**src/core/flash_host_regs.svh**
```systemverilog
// timing constants, command sequence bytes and geometry for the sector flash host
// How it works
// - host loads all 256 bytes of a sector for every program operation not cut off by a load stall.
// - host opens every program operation with the three fixed command writes.
// - host pulses write strobe with select low and output gate high.
// - host starts each next byte load within 150 us of previous rise.
// - host holds the sector address on every byte-load falling edge; bytes in ascending order.
// - host locks a boot block with six fixed command writes and a seventh to the block address.
// - host erases the whole array with a six-write command sequence.
`ifndef FLASH_HOST_REGS_SVH
`define FLASH_HOST_REGS_SVH

// clock and pin timing
`define CLK_PERIOD_NS   10
`define T_WP_NS         100
`define T_WPH_NS        50
`define T_AS_NS         40
`define T_ACC_NS        150
`define SYNC_LAT_CYC    5
`define LOAD_GAP_US     150
`define GAP_GUARD_CYC   64
`define PROG_TIME_MS    20

// geometry
`define SECTOR_BYTES    256
`define ADDR_W          18
`define SECTOR_LSB      8

// command sequence lengths
`define PROG_CMD_LEN    3
`define ERASE_CMD_LEN   6
`define LOCK_CMD_LEN    7

// command addresses and bytes, plain defaults
`define CMD_ADDR_A      18'h05555
`define CMD_ADDR_B      18'h02aaa
`define CMD_BYTE_UNLK1  8'haa
`define CMD_BYTE_UNLK2  8'h55
`define CMD_BYTE_PROG   8'ha0
`define CMD_BYTE_EXT    8'h80
`define CMD_BYTE_ERASE  8'h10
`define CMD_BYTE_LOCK   8'h40
`define CMD_BYTE_LOCKD  8'h00

`endif

```
**src/core/flash_host_pkg.sv**
```systemverilog
// types shared by the sector flash host
package flash_host_pkg;

   // user operations
   typedef enum logic [1:0] {
      OP_READ  = 2'h0,
      OP_PROG  = 2'h1,
      OP_ERASE = 2'h2,
      OP_LOCK  = 2'h3
   } op_t;

   // one-hot controller states
   typedef enum logic [8:0] {
      ST_IDLE     = 9'h001,
      ST_WR_SETUP = 9'h002,
      ST_WR_LOW   = 9'h004,
      ST_WR_HIGH  = 9'h008,
      ST_LOAD     = 9'h010,
      ST_RD_ACC   = 9'h020,
      ST_POLL_RD  = 9'h040,
      ST_POLL_GAP = 9'h080,
      ST_FINISH   = 9'h100
   } state_t;

endpackage : flash_host_pkg

```
**src/core/flash_pin_sync.sv**
```systemverilog
// three-stage input synchroniser for the flash data lines
`timescale 1ns/1ns
module flash_pin_sync (
   input  wire logic       mclk,
   input  wire logic       rst,
   input  wire logic [7:0] pin_in,
   output logic      [7:0] pin_q
);

   // ===================================================
   // per-bit three-flop chain plus an output flop, output follows once 2nd and 3rd agree
   genvar gi;
   generate
      for (gi = 0; gi < 8; gi++) begin : g_bit
         logic s1_reg, s2_reg, s3_reg, q_reg;
         logic q_next;

         // accept a change only when the last two stages match
         always_comb begin
            q_next = (s2_reg == s3_reg) ? s3_reg : q_reg;
         end

         // register the chain
         always_ff @(posedge mclk) begin
            if (rst) begin
               s1_reg <= 1'b0;
               s2_reg <= 1'b0;
               s3_reg <= 1'b0;
               q_reg  <= 1'b0;
            end else begin
               s1_reg <= pin_in[gi];
               s2_reg <= s1_reg;
               s3_reg <= s2_reg;
               q_reg  <= q_next;
            end
         end

         assign pin_q[gi] = q_reg;
      end
   endgenerate

endmodule : flash_pin_sync

```
**src/core/flash_host.sv**
```systemverilog
// host controller that reads, programs, erases and locks the sector flash over its pins
`timescale 1ns/1ns
`include "flash_host_regs.svh"
module flash_host #(
   parameter int LOAD_GAP_CYC     = (`LOAD_GAP_US * 1000) / `CLK_PERIOD_NS,
   parameter int PROG_TIMEOUT_CYC = (`PROG_TIME_MS * 1000000) / `CLK_PERIOD_NS
) (
   input  wire logic                 mclk,
   input  wire logic                 rst,
   input  wire logic                 cmd_valid,
   output logic                      cmd_ready,
   input  wire flash_host_pkg::op_t  cmd_op,
   input  wire logic [17:0]          cmd_addr,
   input  wire logic                 ld_valid,
   output logic                      ld_ready,
   input  wire logic [7:0]           ld_data,
   output logic                      rd_valid,
   output logic [7:0]                rd_data,
   output logic                      done,
   output logic                      err,
   output logic [17:0]               address_lines,
   output logic                      ce_n,
   output logic                      oe_n,
   output logic                      we_n,
   input  wire logic [7:0]           data_lines_in,
   output logic [7:0]                data_lines_out,
   output logic                      data_lines_oe
);

   // ===================================================
   // cycle counts
   localparam logic [7:0]  WP_CYC  = 8'((`T_WP_NS + `CLK_PERIOD_NS - 1) / `CLK_PERIOD_NS);
   localparam logic [7:0]  WPH_CYC = 8'((`T_WPH_NS + `CLK_PERIOD_NS - 1) / `CLK_PERIOD_NS);
   localparam logic [7:0]  AS_CYC  = 8'((`T_AS_NS + `CLK_PERIOD_NS - 1) / `CLK_PERIOD_NS);
   localparam logic [7:0]  RD_CYC  =
      8'((`T_ACC_NS + `CLK_PERIOD_NS - 1) / `CLK_PERIOD_NS + `SYNC_LAT_CYC);
   localparam logic [15:0] GAP_ABORT = 16'(LOAD_GAP_CYC - `GAP_GUARD_CYC);
   localparam logic [8:0]  PROG_LEN  = 9'(`PROG_CMD_LEN);
   localparam logic [8:0]  PROG_ALL  = 9'(`PROG_CMD_LEN + `SECTOR_BYTES);

   flash_host_pkg::state_t state_reg, state_next;
   flash_host_pkg::op_t    op_reg, op_next;
   logic [8:0]  step_reg, step_next;
   logic [7:0]  cnt_reg, cnt_next;
   logic [15:0] gap_reg, gap_next;
   logic        gap_run_reg, gap_run_next;
   logic [21:0] ptmr_reg, ptmr_next;
   logic [17:0] tgt_reg, tgt_next;
   logic [17:0] addr_reg, addr_next;
   logic [7:0]  dout_reg, dout_next;
   logic        doe_reg, doe_next;
   logic        ce_n_reg, ce_n_next;
   logic        oe_n_reg, oe_n_next;
   logic        we_n_reg, we_n_next;
   logic        bit6_reg, bit6_next;
   logic        first_reg, first_next;
   logic [7:0]  rd_data_reg, rd_data_next;
   logic        err_reg, err_next;
   logic [7:0]  sync_q;
   logic [8:0]  seq_len;
   logic [8:0]  step_off;
   logic        byte_step;
   logic [25:0] cmd_word;

   // ===================================================
   // data line input synchroniser
   flash_pin_sync u_sync (
      .mclk   (mclk),
      .rst    (rst),
      .pin_in (data_lines_in),
      .pin_q  (sync_q)
   );

   // ===================================================
   // command word for a step: {address, data}
   function automatic logic [25:0] seq_word(flash_host_pkg::op_t op, logic [8:0] st,
                                            logic [17:0] tgt);
      logic [25:0] w;
      w = {`CMD_ADDR_A, `CMD_BYTE_UNLK1};
      case (st)
         9'h000: w = {`CMD_ADDR_A, `CMD_BYTE_UNLK1};
         9'h001: w = {`CMD_ADDR_B, `CMD_BYTE_UNLK2};
         9'h002: w = {`CMD_ADDR_A, (op == flash_host_pkg::OP_PROG) ?
                                    `CMD_BYTE_PROG : `CMD_BYTE_EXT};
         9'h003: w = {`CMD_ADDR_A, `CMD_BYTE_UNLK1};
         9'h004: w = {`CMD_ADDR_B, `CMD_BYTE_UNLK2};
         9'h005: w = {`CMD_ADDR_A, (op == flash_host_pkg::OP_ERASE) ?
                                    `CMD_BYTE_ERASE : `CMD_BYTE_LOCK};
         default: w = {tgt, `CMD_BYTE_LOCKD};
      endcase
      return w;
   endfunction : seq_word

   // sequence length and the byte phase of a program operation
   always_comb begin
      case (op_reg)
         flash_host_pkg::OP_PROG:  seq_len = PROG_ALL;
         flash_host_pkg::OP_ERASE: seq_len = 9'(`ERASE_CMD_LEN);
         flash_host_pkg::OP_LOCK:  seq_len = 9'(`LOCK_CMD_LEN);
         default:                  seq_len = 9'h000;
      endcase
      step_off  = step_reg - PROG_LEN;
      byte_step = (op_reg == flash_host_pkg::OP_PROG) && (step_reg >= PROG_LEN);
      cmd_word  = seq_word(op_reg, step_reg, tgt_reg);
   end

   // ===================================================
   // controller next-state logic
   always_comb begin
      state_next   = state_reg;
      op_next      = op_reg;
      step_next    = step_reg;
      cnt_next     = (cnt_reg != 8'h00) ? cnt_reg - 8'h01 : cnt_reg;
      gap_next     = gap_run_reg ? gap_reg + 16'h0001 : 16'h0000;
      gap_run_next = gap_run_reg;
      ptmr_next    = ptmr_reg;
      tgt_next     = tgt_reg;
      addr_next    = addr_reg;
      dout_next    = dout_reg;
      doe_next     = doe_reg;
      ce_n_next    = ce_n_reg;
      oe_n_next    = oe_n_reg;
      we_n_next    = we_n_reg;
      bit6_next    = bit6_reg;
      first_next   = first_reg;
      rd_data_next = rd_data_reg;
      err_next     = err_reg;
      case (state_reg)
         flash_host_pkg::ST_IDLE: begin
            if (cmd_valid) begin
               op_next    = cmd_op;
               tgt_next   = cmd_addr;
               step_next  = 9'h000;
               err_next   = 1'b0;
               ptmr_next  = 22'h000000;
               ce_n_next  = 1'b0;
               if (cmd_op == flash_host_pkg::OP_READ) begin
                  addr_next  = cmd_addr;
                  oe_n_next  = 1'b0;
                  cnt_next   = RD_CYC;
                  state_next = flash_host_pkg::ST_RD_ACC;
               end else begin
                  // every program opens with the fixed command writes
                  addr_next  = `CMD_ADDR_A;
                  dout_next  = `CMD_BYTE_UNLK1;
                  doe_next   = 1'b1;
                  cnt_next   = AS_CYC;
                  state_next = flash_host_pkg::ST_WR_SETUP;
               end
            end
         end
         flash_host_pkg::ST_WR_SETUP: begin
            if (cnt_reg == 8'h00) begin
               // strobe low only with select low and gate high
               we_n_next    = 1'b0;
               gap_run_next = 1'b0;
               cnt_next     = WP_CYC;
               state_next   = flash_host_pkg::ST_WR_LOW;
            end
         end
         flash_host_pkg::ST_WR_LOW: begin
            if (cnt_reg == 8'h00) begin
               we_n_next    = 1'b1;
               gap_run_next = 1'b1;
               cnt_next     = WPH_CYC;
               step_next    = step_reg + 9'h001;
               state_next   = flash_host_pkg::ST_WR_HIGH;
            end
         end
         flash_host_pkg::ST_WR_HIGH: begin
            if (cnt_reg == 8'h00) begin
               if (step_reg == seq_len) begin
                  // all writes given: release the bus and start polling
                  gap_run_next = 1'b0;
                  doe_next     = 1'b0;
                  ce_n_next    = 1'b1;
                  first_next   = 1'b1;
                  addr_next    = (op_reg == flash_host_pkg::OP_LOCK) ? tgt_reg : addr_reg;
                  cnt_next     = AS_CYC;
                  state_next   = flash_host_pkg::ST_POLL_GAP;
               end else if (byte_step) begin
                  state_next = flash_host_pkg::ST_LOAD;
               end else begin
                  addr_next  = cmd_word[25:8];
                  dout_next  = cmd_word[7:0];
                  cnt_next   = AS_CYC;
                  state_next = flash_host_pkg::ST_WR_SETUP;
               end
            end
         end
         flash_host_pkg::ST_LOAD: begin
            if (ld_valid) begin
               // sector bits fixed, byte index from the step
               addr_next  = {tgt_reg[17:8], step_off[7:0]};
               dout_next  = ld_data;
               cnt_next   = AS_CYC;
               state_next = flash_host_pkg::ST_WR_SETUP;
            end
         end
         flash_host_pkg::ST_RD_ACC: begin
            if (cnt_reg == 8'h00) begin
               rd_data_next = sync_q;
               ce_n_next    = 1'b1;
               oe_n_next    = 1'b1;
               cnt_next     = AS_CYC;
               state_next   = flash_host_pkg::ST_FINISH;
            end
         end
         flash_host_pkg::ST_POLL_RD: begin
            ptmr_next = ptmr_reg + 22'h000001;
            if (cnt_reg == 8'h00) begin
               ce_n_next  = 1'b1;
               oe_n_next  = 1'b1;
               bit6_next  = sync_q[6];
               first_next = 1'b0;
               cnt_next   = AS_CYC;
               // toggle bit stopped: cycle over
               if (!first_reg && (sync_q[6] == bit6_reg))
                  state_next = flash_host_pkg::ST_FINISH;
               else
                  state_next = flash_host_pkg::ST_POLL_GAP;
            end
         end
         flash_host_pkg::ST_POLL_GAP: begin
            ptmr_next = ptmr_reg + 22'h000001;
            if (cnt_reg == 8'h00) begin
               if (ptmr_reg >= 22'(PROG_TIMEOUT_CYC)) begin
                  err_next   = 1'b1;
                  state_next = flash_host_pkg::ST_FINISH;
               end else begin
                  ce_n_next  = 1'b0;
                  oe_n_next  = 1'b0;
                  cnt_next   = RD_CYC;
                  state_next = flash_host_pkg::ST_POLL_RD;
               end
            end
         end
         flash_host_pkg::ST_FINISH: begin
            if (cnt_reg == 8'h00)
               state_next = flash_host_pkg::ST_IDLE;
         end
         default: state_next = flash_host_pkg::ST_IDLE;
      endcase
      // a stalled load is cut off before the device window closes
      if (gap_run_reg && (gap_reg >= GAP_ABORT) &&
          (state_reg == flash_host_pkg::ST_LOAD)) begin
         gap_run_next = 1'b0;
         err_next     = 1'b1;
         doe_next     = 1'b0;
         ce_n_next    = 1'b1;
         first_next   = 1'b1;
         cnt_next     = AS_CYC;
         state_next   = flash_host_pkg::ST_POLL_GAP;
      end
   end

   // controller registers
   always_ff @(posedge mclk) begin
      if (rst) begin
         state_reg   <= flash_host_pkg::ST_IDLE;
         op_reg      <= flash_host_pkg::OP_READ;
         step_reg    <= 9'h000;
         cnt_reg     <= 8'h00;
         gap_reg     <= 16'h0000;
         gap_run_reg <= 1'b0;
         ptmr_reg    <= 22'h000000;
         tgt_reg     <= 18'h00000;
         addr_reg    <= 18'h00000;
         dout_reg    <= 8'h00;
         doe_reg     <= 1'b0;
         ce_n_reg    <= 1'b1;
         oe_n_reg    <= 1'b1;
         we_n_reg    <= 1'b1;
         bit6_reg    <= 1'b0;
         first_reg   <= 1'b1;
         rd_data_reg <= 8'h00;
         err_reg     <= 1'b0;
      end else begin
         state_reg   <= state_next;
         op_reg      <= op_next;
         step_reg    <= step_next;
         cnt_reg     <= cnt_next;
         gap_reg     <= gap_next;
         gap_run_reg <= gap_run_next;
         ptmr_reg    <= ptmr_next;
         tgt_reg     <= tgt_next;
         addr_reg    <= addr_next;
         dout_reg    <= dout_next;
         doe_reg     <= doe_next;
         ce_n_reg    <= ce_n_next;
         oe_n_reg    <= oe_n_next;
         we_n_reg    <= we_n_next;
         bit6_reg    <= bit6_next;
         first_reg   <= first_next;
         rd_data_reg <= rd_data_next;
         err_reg     <= err_next;
      end
   end

   // ===================================================
   // outputs
   assign cmd_ready      = (state_reg == flash_host_pkg::ST_IDLE);
   assign ld_ready       = (state_reg == flash_host_pkg::ST_LOAD);
   assign done           = (state_reg == flash_host_pkg::ST_FINISH) && (cnt_reg == 8'h00);
   assign rd_valid       = done && (op_reg == flash_host_pkg::OP_READ);
   assign rd_data        = rd_data_reg;
   assign err            = err_reg;
   assign address_lines  = addr_reg;
   assign ce_n           = ce_n_reg;
   assign oe_n           = oe_n_reg;
   assign we_n           = we_n_reg;
   assign data_lines_out = dout_reg;
   assign data_lines_oe  = doe_reg;
endmodule : flash_host

```
**config.mk**
```make
export PLATFORM = sky130hd
export DESIGN_NAME = flash_host
export DESIGN_NICKNAME = d
export VERILOG_FILES = /design/src/core/flash_host_pkg.sv /design/src/core/flash_pin_sync.sv /design/src/core/flash_host.sv
export VERILOG_INCLUDE_DIRS = /design/src /design/src/core
export SDC_FILE = /design/constraint.sdc
export NUM_CORES = 1
export LEC_CHECK = 0
export CAP_MARGIN = 40
export CORE_AREA = 4 4 116 118
export CTS_CLUSTER_DIAMETER = 50
export CTS_CLUSTER_SIZE = 30
export DETAILED_ROUTE_END_ITERATION = 6
export DIE_AREA = 0 0 120 122
export DONT_BUFFER_PORTS = 1
export PLACE_DENSITY = 0.85
export SLEW_MARGIN = 10
export SYNTH_ARGS = -nofsm -noshare
export SYNTH_HDL_FRONTEND = slang
export SYNTH_HIERARCHICAL = 1
export SYNTH_SLANG_ARGS = --single-unit
```
**constraint.sdc**
```tcl
create_clock -name mclk -period 2.92 [get_ports mclk]
set_input_delay 0.292 -clock mclk [delete_from_list [all_inputs] [get_ports mclk]]
set_output_delay 0.292 -clock mclk [all_outputs]
set_load 0.005 [all_outputs]
```
==> Flow_metrics.wiki, run 1 <==
{| class="wikitable"
! Metric !! Value
|-
| Result of the run || complete, no violations
|-
| Post-Place Cells || 1072
|-
| First-pass iteration count of the detailed router || 5
|-
| H-tree depth || 4
|-
| Worst voltage drop across the vdd grid || 0.000532 V
|-
| WL/cell || 17.1 um
|-
| Postcts setup bufs || 0
|-
| Flops & latches, synth || 158
|-
| Number of buffers between clock root and the deepest sink || 2
|-
| Area added between synthesis and finish || 14.6%
|-
| Number of synthesized flops with an enable pin || 0
|-
| Post-Syn Instances || 923
|-
| Most used flip-flop cell after synthesis || sky130_fd_sc_hd__dfxtp_1
|-
| Number of remaining DRC errors || 0
|-
| Total vias in the final route || 6798
|-
| Maximum number of pins on one net before global-route repair || 92
|-
| RD Place Congestion || 1.02
|-
| Number of flip-flops under the largest register name || 22
|-
| Category of the worst setup path capture point || output pin
|-
| Vias in the first global route || 6430
|-
| Initial core utilization || 60.3%
|-
| Antenna violations before repair || 0
|-
| Utilization after layout || 69.0%
|-
| Actual transition at the worst max-transition pin || 0.703 ns
|-
| Proportion of synthesized chip area in sequential cells || 42.1%
|-
| CTS Buf Count || 17
|-
| Post-synth cell types || 67
|-
| Worst slack at placement || 0.266 ns
|-
| Clock slew at the register clock pins of the worst setup and hold paths || 0.06 ns
|-
| CORE AREA || 12500 um^2
|-
| Minimum clock period after layout || 2.81 ns
|-
| Die width || 120 um
|-
| First-pass GRT wire length || 31300 um
|-
| Clock tree from TritonCTS || done
|-
| Mapped Nets || 974
|-
| Number of DRC markers in iteration 0 || 741
|-
| Most common cell after layout, fill and taps aside || sky130_fd_sc_hd__dfxtp_1
|-
| DP Area || 7750 um^2
|-
| Buffer type at the clock tree root || sky130_fd_sc_hd__clkbuf_16
|-
| Overall power after layout || 6.97 mW
|-
| Post-DR vias/cell || 6.02
|-
| Startpoint class of the critical path || register
|-
| Site Rows || 41
|-
| Ratio of final minimum period to clock period || 96.1%
|-
| Leak Pwr || 3.17 nW
|-
| Total Neg Setup Slack || 0 ns
|-
| Average instance area after synthesis || 8.14 um^2
|-
| Number of hold-slack violations in the final timing report || 0
|-
| Highest clock rate || 356 MHz
|-
| Remaining antenna violation count after routing || 0
|-
| Fin area || 8610 um^2
|-
| Netlist area before placement || 7510 um^2
|-
| Power per Cell Area || 810 nW/um^2
|-
| Arrival time of the worst setup path || 2.51 ns
|-
| Total routing resource utilization after global routing || 26.4%
|-
| Boundary Pins || 83
|-
| Count of inserted antenna diode cells || 0
|-
| Worst slew margin relative to its limit || 52.7%
|-
| Startpoint-to-endpoint class of the critical path || reg2out
|-
| Final non-filler cell total || 1130
|-
| Wirelength, routed || 19300 um
|-
| Number of failing setup endpoints in the final timing report || 0
|-
| CP required || 2.63 ns
|-
| Commonest non-fill, non-tap cells in the layout || sky130_fd_sc_hd__dfxtp_1 (158), sky130_fd_sc_hd__nand2_1 (124), sky130_fd_sc_hd__nor2_1 (103)
|-
| Input/output buffers || 0
|-
| Final setup margin || 0.114 ns
|-
| Final setup skew || 0.00779 ns
|-
| Setup repair after global routing missed its margin || false
|-
| Max Fanout on Critical Path || 9
|-
| Ratio of cells with drive above 1 in the final layout || 9.92%
|-
| Placed wire-length estimate || 12600 um
|-
| Y dimension of the die || 122 um
|-
| CTS Sinks || 158
|-
| Worst hold-check path type || in2reg
|-
| Maximum Capacitance Violations || 0
|-
| Post-synth ARST share || 0%
|-
| Max Slew Vio Count || 0
|-
| Filler cells || 999
|-
| Source-to-sink clock delay at the later pin of the worst-skew pair || 0.43 ns
|-
| Layout net count || 996
|-
| Die Outline Area || 14600 um^2
|-
| Warning count from the yosys run || 6
|-
| Overflow after GRT || 0
|-
| WHS || 0.00556 ns
|}
final timing paths:
kind | endpoint | cells past startpoint | start | slack [ns]
max | rd_valid | 5 | cnt_reg[3]$_SDFF_PP0_ | 0.11
min | tgt_reg[8]$_SDFFE_PP0P_ | 2 | cmd_addr[8] | 0.006
max reg2reg | address_lines[14]$_SDFFE_PP0P_ | 7 | cnt_reg[3]$_SDFF_PP0_ | 0.22
min reg2reg | u_sync/g_bit[6].s2_reg$_SDFF_PP0_ | 1 | u_sync/g_bit[6].s1_reg$_SDFF_PP0_ | 0.44
critical path, stage by stage, from the launching register on:
cell	delay (ns)
sky130_fd_sc_hd__dfxtp_1	0.34
sky130_fd_sc_hd__or4_1	0.57
sky130_fd_sc_hd__nor3_2	0.20
sky130_fd_sc_hd__inv_1	0.18
sky130_fd_sc_hd__nor3_2	0.36
sky130_fd_sc_hd__nor3b_1	0.43
cells by family after synthesis:
family,share of synthesized area (%)
AO/OA/AOI/OAI,19.5
XOR/XNOR,5.71
adder cells (fa/ha/maj),1.83
buffers and inverters,4.98
flip-flops,42.1
multiplexers,0.966
AND/OR/NAND/NOR,24.9
final cells by class:
| cell class | instances | area, um^2 | share of cell area, % |
|---|---|---|---|
| flip-flops and latches | 158 | 3160 | 36.7 |
| multi-input cells | 685 | 3990 | 46.4 |
| well taps | 172 | 215 | 2.50 |
| repair buffers | 64 | 588 | 6.83 |
| clock inverters | 13 | 124 | 1.44 |
| clock buffers | 19 | 453 | 5.26 |
| inverters | 19 | 72.6 | 0.843 |
layer usage:
| metal | share of wire (%) | vias to the layer above | GRT usage, % | wire (um) |
|---|---|---|---|---|
| met5 | 0 | - | 0 | 0 |
| met4 | 2.3 | 0 | 9.52 | 451 |
| met3 | 9.6 | 53 | 8.59 | 1850 |
| met2 | 47 | 314 | 43.5 | 9100 |
| met1 | 41 | 3153 | 32.6 | 7870 |
| li1 | - | 3278 | - | - |
power by group:
group          switching [mW]  internal, mW  total (mW)
clock network           0.964          1.16        2.13
logic                    1.36         0.817        2.17
registers               0.231          2.44        2.67
total                    2.55          4.42        6.97
synthesized netlist by cell type (19+ instances only):
cell | count | area share (%)
sky130_fd_sc_hd__dfxtp_1 | 158 | 42
sky130_fd_sc_hd__nand2_1 | 124 | 6.2
sky130_fd_sc_hd__nor2_1 | 104 | 5.2
sky130_fd_sc_hd__a21oi_1 | 83 | 5.5
sky130_fd_sc_hd__o21ai_0 | 50 | 3.3
sky130_fd_sc_hd__clkbuf_1 | 38 | 1.9
sky130_fd_sc_hd__xor2_1 | 30 | 3.5
sky130_fd_sc_hd__nor2b_1 | 29 | 2.4
sky130_fd_sc_hd__nand3_1 | 24 | 1.6
sky130_fd_sc_hd__nor3_1 | 21 | 1.4
sky130_fd_sc_hd__a211oi_1 | 19 | 1.9
sky130_fd_sc_hd__xnor2_1 | 19 | 2.2
what timing repair did:
action / 4_1_cts / 5_1_grt
hold buffers: 25 / 1
gates resized for setup: 0 / 1
setup endpoints to repair: 0 / 1
hold endpoints to repair: 91 / 1
Power figures use the tool's default switching activity.
==> inputs of run 2 (changes only) <==
- CORE_AREA: 4 4 116 118 -> 2 2 114 116
- DIE_AREA: 0 0 120 122 -> 0 0 116 118
- GPL_TIMING_DRIVEN: default -> 0
==> run 2 against run 1 <==
  * The flow now finishes with violations (DRC, hold timing)
  * Clock power rose by 17%
  * Sequential power barely moved
  * Combinational power rose by 9.7%
  * First-iteration DRC count fell by 14%
  * Routed wire length rose by 6.9%
  * Critical path depth rose by 1
  * Design area rose by 1.6%
  * Non-clock buffer count rose by 22
  * Utilization rose by 1.4 points
  * Worst setup slack got worse by 0.057 ns
  * Global-route usage rose by 3.7 points
  * Count of clock-buffer cells in the layout fell by 1
  * Highest routed layer unchanged
==> Flow_metrics.wiki, run 2 (synthesis results as in run 1) <==
{| class="wikitable"
! Metric !! Value
|-
| Site Rows || 41
|-
| Startpoint class of the critical path || register
|-
| WHS || -0.000940 ns
|-
| Total routing resource utilization after global routing || 30.1%
|-
| Startpoint-to-endpoint class of the critical path || reg2out
|-
| Minimum clock period after layout || 2.86 ns
|-
| CP required || 2.63 ns
|-
| Worst reg-to-reg path cell count || 9
|-
| Boundary Pins || 83
|-
| Max Fanout on Critical Path || 10
|-
| Cell count of the worst hold path || 1
|-
| Category of the worst setup path capture point || output pin
|-
| Result of the run || complete, but fails checks
|-
| Number of failing setup endpoints in the final timing report || 0
|-
| Fin area || 8750 um^2
|-
| Count of inserted antenna diode cells || 0
|-
| Buffer type at the clock tree root || sky130_fd_sc_hd__clkbuf_16
|-
| Power per Cell Area || 861 nW/um^2
|-
| Highest clock rate || 349 MHz
|-
| Die Outline Area || 13700 um^2
|-
| Total Neg Setup Slack || 0 ns
|-
| Maximum number of pins on one net before global-route repair || 17
|-
| Worst slew margin relative to its limit || 47.2%
|-
| Arrival time of the worst setup path || 2.57 ns
|-
| Number of remaining DRC errors || 2
|-
| Remaining antenna violation count after routing || 0
|-
| H-tree depth || 4
|-
| Vias in the first global route || 6508
|-
| Global-route met1 utilization || 38.2%
|-
| Number of buffers between clock root and the deepest sink || 2
|-
| Max Slew Vio Count || 0
|-
| Most common cell after layout, fill and taps aside || sky130_fd_sc_hd__dfxtp_1
|-
| Worst voltage drop across the vdd grid || 0.000587 V
|-
| Placed wire-length estimate || 13700 um
|-
| Clock tree from TritonCTS || done
|-
| Area added between synthesis and finish || 16.4%
|-
| Ratio of final minimum period to clock period || 98.0%
|-
| Source-to-sink clock delay at the later pin of the worst-skew pair || 0.44 ns
|-
| Leak Pwr || 3.20 nW
|-
| Most heavily used metal layer in global routing || met2
|-
| Wirelength, routed || 20600 um
|-
| Violated checks || DRC, hold timing
|-
| First-pass iteration count of the detailed router || 7
|-
| Initial core utilization || 60.5%
|-
| Antenna violations before repair || 0
|-
| CORE AREA || 12400 um^2
|-
| Filler cells || 955
|-
| Clock slew at the register clock pins of the worst setup and hold paths || 0.07 ns
|-
| Layout net count || 1018
|-
| Met3 demand-to-capacity share in global routing || 8.29%
|-
| Actual transition at the worst max-transition pin || 0.790 ns
|-
| RD Place Congestion || 0.977
|-
| Met2 capacity usage during global routing || 46.5%
|-
| Overflow after GRT || 0
|-
| Number of hold-slack violations in the final timing report || 2
|-
| Ratio of cells with drive above 1 in the final layout || 10.7%
|-
| Post-DR vias/cell || 6.10
|-
| Total vias in the final route || 7024
|-
| First-pass GRT wire length || 32800 um
|-
| Number of DRC markers in iteration 0 || 640
|-
| Die width || 116 um
|-
| Input/output buffers || 0
|-
| Number of flip-flops under the largest register name || 22
|-
| WL/cell || 17.9 um
|-
| Maximum Capacitance Violations || 0
|-
| Y dimension of the die || 118 um
|-
| Commonest non-fill, non-tap cells in the layout || sky130_fd_sc_hd__dfxtp_1 (156), sky130_fd_sc_hd__nand2_1 (124), sky130_fd_sc_hd__nor2_1 (103)
|-
| CTS Sinks || 158
|-
| CTS Buf Count || 17
|-
| DP Area || 7760 um^2
|-
| Setup repair after global routing missed its margin || true
|-
| Worst hold-check path type || in2reg
|-
| Final setup skew || 0.0120 ns
|}
-- run 2: critical path: stages, from the launching register on --
cell,delay (ns)
sky130_fd_sc_hd__dfxtp_1,0.36
sky130_fd_sc_hd__or4_1,0.61
sky130_fd_sc_hd__nor3_4,0.19
sky130_fd_sc_hd__inv_1,0.09
sky130_fd_sc_hd__buf_2,0.21
sky130_fd_sc_hd__nor3_2,0.34
sky130_fd_sc_hd__nor3b_2,0.34
-- run 2: layout make-up --
class	count	area [um^2]	area share, %
Inverter	19	72.6	0.830
Sequential cell	158	3170	36.2
Clock buffer	18	439	5.02
Clock inverter	14	225	2.58
Tap cell	172	215	2.46
Buffer	61	317	3.62
Timing Repair Buffer	25	236	2.70
Multi-Input combinational cell	685	4080	46.6
-- run 2: layer usage --
metal	part of all wire (%)	routed length [um]	vias to the layer above
met1	40	8240	3232
li1	-	-	3319
met4	3.8	783	0
met5	0	0	-
met2	46	9400	392
met3	11	2180	81
-- run 2: timing repair --
action | 4_1_cts | 5_1_grt
pin swaps | 1 | 1
resized for setup | 12 | 24
setup endpoints to repair | 47 | 44
buffers inserted | 1 | 2
hold buffers | 18 | 0
endpoints found under the hold margin | 19 | 0
-- run 2: worst paths after layout --
path | startpoint | to | slack [ns]
setup / recovery | cnt_reg[3]$_SDFF_PP0_ | rd_valid | 0.06
hold / removal | data_lines_in[1] | u_sync/g_bit[1].s1_reg$_SDFF_PP0_ | -0.0009
setup reg to reg | state_reg[5]$_SDFFE_PP0P_ | ptmr_reg[13]$_SDFFE_PP0P_ | 0.06
hold reg to reg | u_sync/g_bit[2].s1_reg$_SDFF_PP0_ | u_sync/g_bit[2].s2_reg$_SDFF_PP0_ | 0.44
-- run 2: report_power, final --
| group | internal, mW | switching (mW) | leakage (nW) |
|---|---|---|---|
| clock network | 1.50 | 1.00 | 0.326 |
| registers | 2.44 | 0.213 | 1.29 |
| logic | 0.828 | 1.55 | 1.58 |
| total | 4.76 | 2.76 | 3.20 |
-- run 2: metrics by stage --
step | setup WS (ns) | std cells | utilization, % | total power, mW
2_1_floorplan | 0.320 | 923 | - | 4.20
4_1_cts | 0.0168 | 1149 | 69.8 | 7.35
6_report | 0.0571 | 1152 | 70.4 | 7.53
5_1_grt | -0.0257 | 1152 | 70.4 | 7.84
3_5_place_dp | -0.478 | 1098 | 62.5 | 4.78
3_3_place_gp | -0.344 | 1095 | 62.2 | 4.72
==> inputs of run 3 (changes only) <==
- CORE_AREA: 2 2 114 116 -> 2 2 116 118
- DIE_AREA: 0 0 116 118 -> 0 0 118 120
- PLACE_DENSITY: 0.85 -> 0.83
==> run 3 against run 2 <==
  * The flow still finishes with violations (DRC, hold timing)
  * Maximum frequency down 0.55%
  * Via count rose by 1.0%
  * Utilization is 3.0 points lower
  * First-iteration DRC count rose by 31%
  * Routed wire length is 1.3% lower
  * Final cell count up 0.95%
  * Register-to-register slack lost 0.02 ns
  * Critical endpoint is now ptmr_reg[11]$_SDFFE_PP0P_
  * Largest cell class unchanged
  * Largest power group unchanged
==> Flow_metrics.wiki, run 3 (synthesis results as in run 1) <==
{| class="wikitable"
! Metric !! Value
|-
| Result of the run || complete, but fails checks
|-
| Violated checks || DRC, hold timing
|-
| Maximum Capacitance Violations || 0
|-
| Leak Pwr || 3.19 nW
|-
| Most common cell after layout, fill and taps aside || sky130_fd_sc_hd__dfxtp_1
|-
| Utilization after layout || 67.4%
|-
| First-pass iteration count of the detailed router || 7
|-
| Wirelength, routed || 20300 um
|-
| Commonest non-fill, non-tap cells in the layout || sky130_fd_sc_hd__dfxtp_1 (157), sky130_fd_sc_hd__nand2_1 (124), sky130_fd_sc_hd__nor2_1 (103)
|-
| Overflow after GRT || 0
|-
| Count of inserted antenna diode cells || 0
|-
| Layout net count || 1026
|-
| Number of failing setup endpoints in the final timing report || 0
|-
| Source-to-sink clock delay at the later pin of the worst-skew pair || 0.44 ns
|-
| Maximum number of pins on one net before global-route repair || 17
|-
| Placed wire-length estimate || 13600 um
|-
| Input/output buffers || 0
|-
| Antenna violations before repair || 0
|-
| Combinational fraction of design power || 32.9%
|-
| Number of flip-flops under the largest register name || 22
|-
| Net load switching power || 2.70 mW
|-
| CORE AREA || 13000 um^2
|-
| Clock slew at the register clock pins of the worst setup and hold paths || 0.07 ns
|-
| CTS Buf Count || 17
|-
| Category of the worst setup path capture point || register
|-
| Buffer type at the clock tree root || sky130_fd_sc_hd__clkbuf_16
|-
| Actual transition at the worst max-transition pin || 0.838 ns
|-
| Overall power after layout || 7.23 mW
|-
| CTS Sinks || 158
|-
| Max Slew Vio Count || 0
|-
| Worst hold-check path type || in2reg
|-
| Arrival time of the worst setup path || 3.18 ns
|-
| Initial core utilization || 57.9%
|-
| WHS || -0.00320 ns
|-
| Fraction of power spent switching nets || 37.4%
|-
| Worst voltage drop across the vdd grid || 0.000461 V
|-
| CP required || 3.22 ns
|-
| Startpoint-to-endpoint class of the critical path || reg2reg
|-
| Y dimension of the die || 120 um
|-
| Area added between synthesis and finish || 16.5%
|-
| Flop pwr share || 36.7%
|-
| Ratio of cells with drive above 1 in the final layout || 10.2%
|-
| Clock tree from TritonCTS || done
|-
| Number of buffers between clock root and the deepest sink || 2
|-
| WL/cell || 17.5 um
|-
| Setup repair after global routing missed its margin || true
|-
| Boundary Pins || 83
|-
| RD Place Congestion || 0.983
|-
| Ratio of final minimum period to clock period || 98.6%
|-
| Max Fanout on Critical Path || 10
|-
| Worst slew margin relative to its limit || 43.7%
|-
| Power per Cell Area || 826 nW/um^2
|-
| First-pass GRT wire length || 32200 um
|-
| Site Rows || 42
|-
| Total vias in the final route || 7097
|-
| Number of DRC markers in iteration 0 || 841
|-
| Die Outline Area || 14200 um^2
|-
| Vias in the first global route || 6616
|-
| Die width || 118 um
|-
| Post-DR vias/cell || 6.10
|-
| Minimum clock period after layout || 2.88 ns
|-
| Most heavily used metal layer in global routing || met2
|-
| Number of remaining DRC errors || 1
|-
| Startpoint class of the critical path || register
|-
| Remaining antenna violation count after routing || 0
|-
| Global-route met1 utilization || 34.5%
|-
| Met2 capacity usage during global routing || 46.3%
|-
| Final setup skew || 0.0111 ns
|-
| Met3 demand-to-capacity share in global routing || 7.18%
|-
| Internal power || 4.53 mW
|-
| Number of hold-slack violations in the final timing report || 1
|-
| Part of the total power dissipated in the clock network || 30.4%
|-
| H-tree depth || 4
|-
| Total routing resource utilization after global routing || 28.4%
|-
| Highest clock rate || 347 MHz
|}
==> run 3: area by class of cell <==
| type | count | area, um^2 |
|---|---|---|
| sequential | 158 | 3160 |
| fill | 1043 | 4230 |
| inverter | 19 | 73.8 |
| multi-input combinational | 685 | 4070 |
| timing repair buffer | 33 | 327 |
| clock buffer | 18 | 439 |
| tap | 176 | 220 |
| clock inverter | 13 | 143 |
| buffer | 61 | 317 |
==> run 3: worst paths after layout <==
check,from,endpoint,slack [ns],cells after the start
max,state_reg[3]$_SDFFE_PP0P_,ptmr_reg[11]$_SDFFE_PP0P_,0.04,7
min reg2reg,u_sync/g_bit[5].s1_reg$_SDFF_PP0_,u_sync/g_bit[5].s2_reg$_SDFF_PP0_,0.44,1
max reg2reg,state_reg[3]$_SDFFE_PP0P_,ptmr_reg[11]$_SDFFE_PP0P_,0.04,7
min,data_lines_in[0],u_sync/g_bit[0].s1_reg$_SDFF_PP0_,-0.003,1
==> run 3: what timing repair did <==
action | CTS | global route
setup endpoints to repair | 41 | 50
hold buffers | 27 | 0
pin swaps | 1 | 4
setup buffers | 0 | 3
gates resized for setup | 10 | 26
hold endpoints to repair | 28 | 0
==> run 3: through the flow <==
| step | std cells | worst slack (ns) | area (um^2) | hold slack, ns | TNS [ns] |
|---|---|---|---|---|---|
| after global placement | 1099 | -0.372 | 7730 | 0.365 | -11.30 |
| after floorplan | 923 | 0.320 | 7510 | 0.364 | 0 |
| after detailed placement | 1102 | -0.384 | 7770 | 0.366 | -7.21 |
| after CTS | 1160 | 0.00539 | 8680 | 0.000932 | 0 |
| final | 1163 | 0.0412 | 8750 | -0.00320 | 0 |
| after global routing | 1163 | -0.113 | 8750 | 0.00518 | -1.09 |
==> run 3: power groups by stage <==
stage / registers (mW) / clock network (mW) / logic [mW]
after floorplan: 2.63 / 0 / 1.57
after global placement: 2.68 / 0 / 2.04
after detailed placement: 2.69 / 0 / 2.08
after CTS: 2.65 / 2.21 / 2.17
after global routing: 2.68 / 2.30 / 2.56
final: 2.65 / 2.20 / 2.38
==> run 3: routing by layer <==
metal | vias to the layer above | routed length, um
li1 | 3340 | -
met1 | 3268 | 7970
met2 | 391 | 9320
met4 | 0 | 906
met5 | - | 0
met3 | 98 | 2130
==> run 3: critical path, stage by stage (launching register included) <==
cell and delay [ns]:
sky130_fd_sc_hd__dfxtp_1 0.30, sky130_fd_sc_hd__clkbuf_1 0.24, sky130_fd_sc_hd__or4_1 0.65, sky130_fd_sc_hd__nor4_4 0.54, sky130_fd_sc_hd__or2_2 0.21, sky130_fd_sc_hd__clkbuf_1 0.33, sky130_fd_sc_hd__clkbuf_1 0.38, sky130_fd_sc_hd__nor2_1 0.10
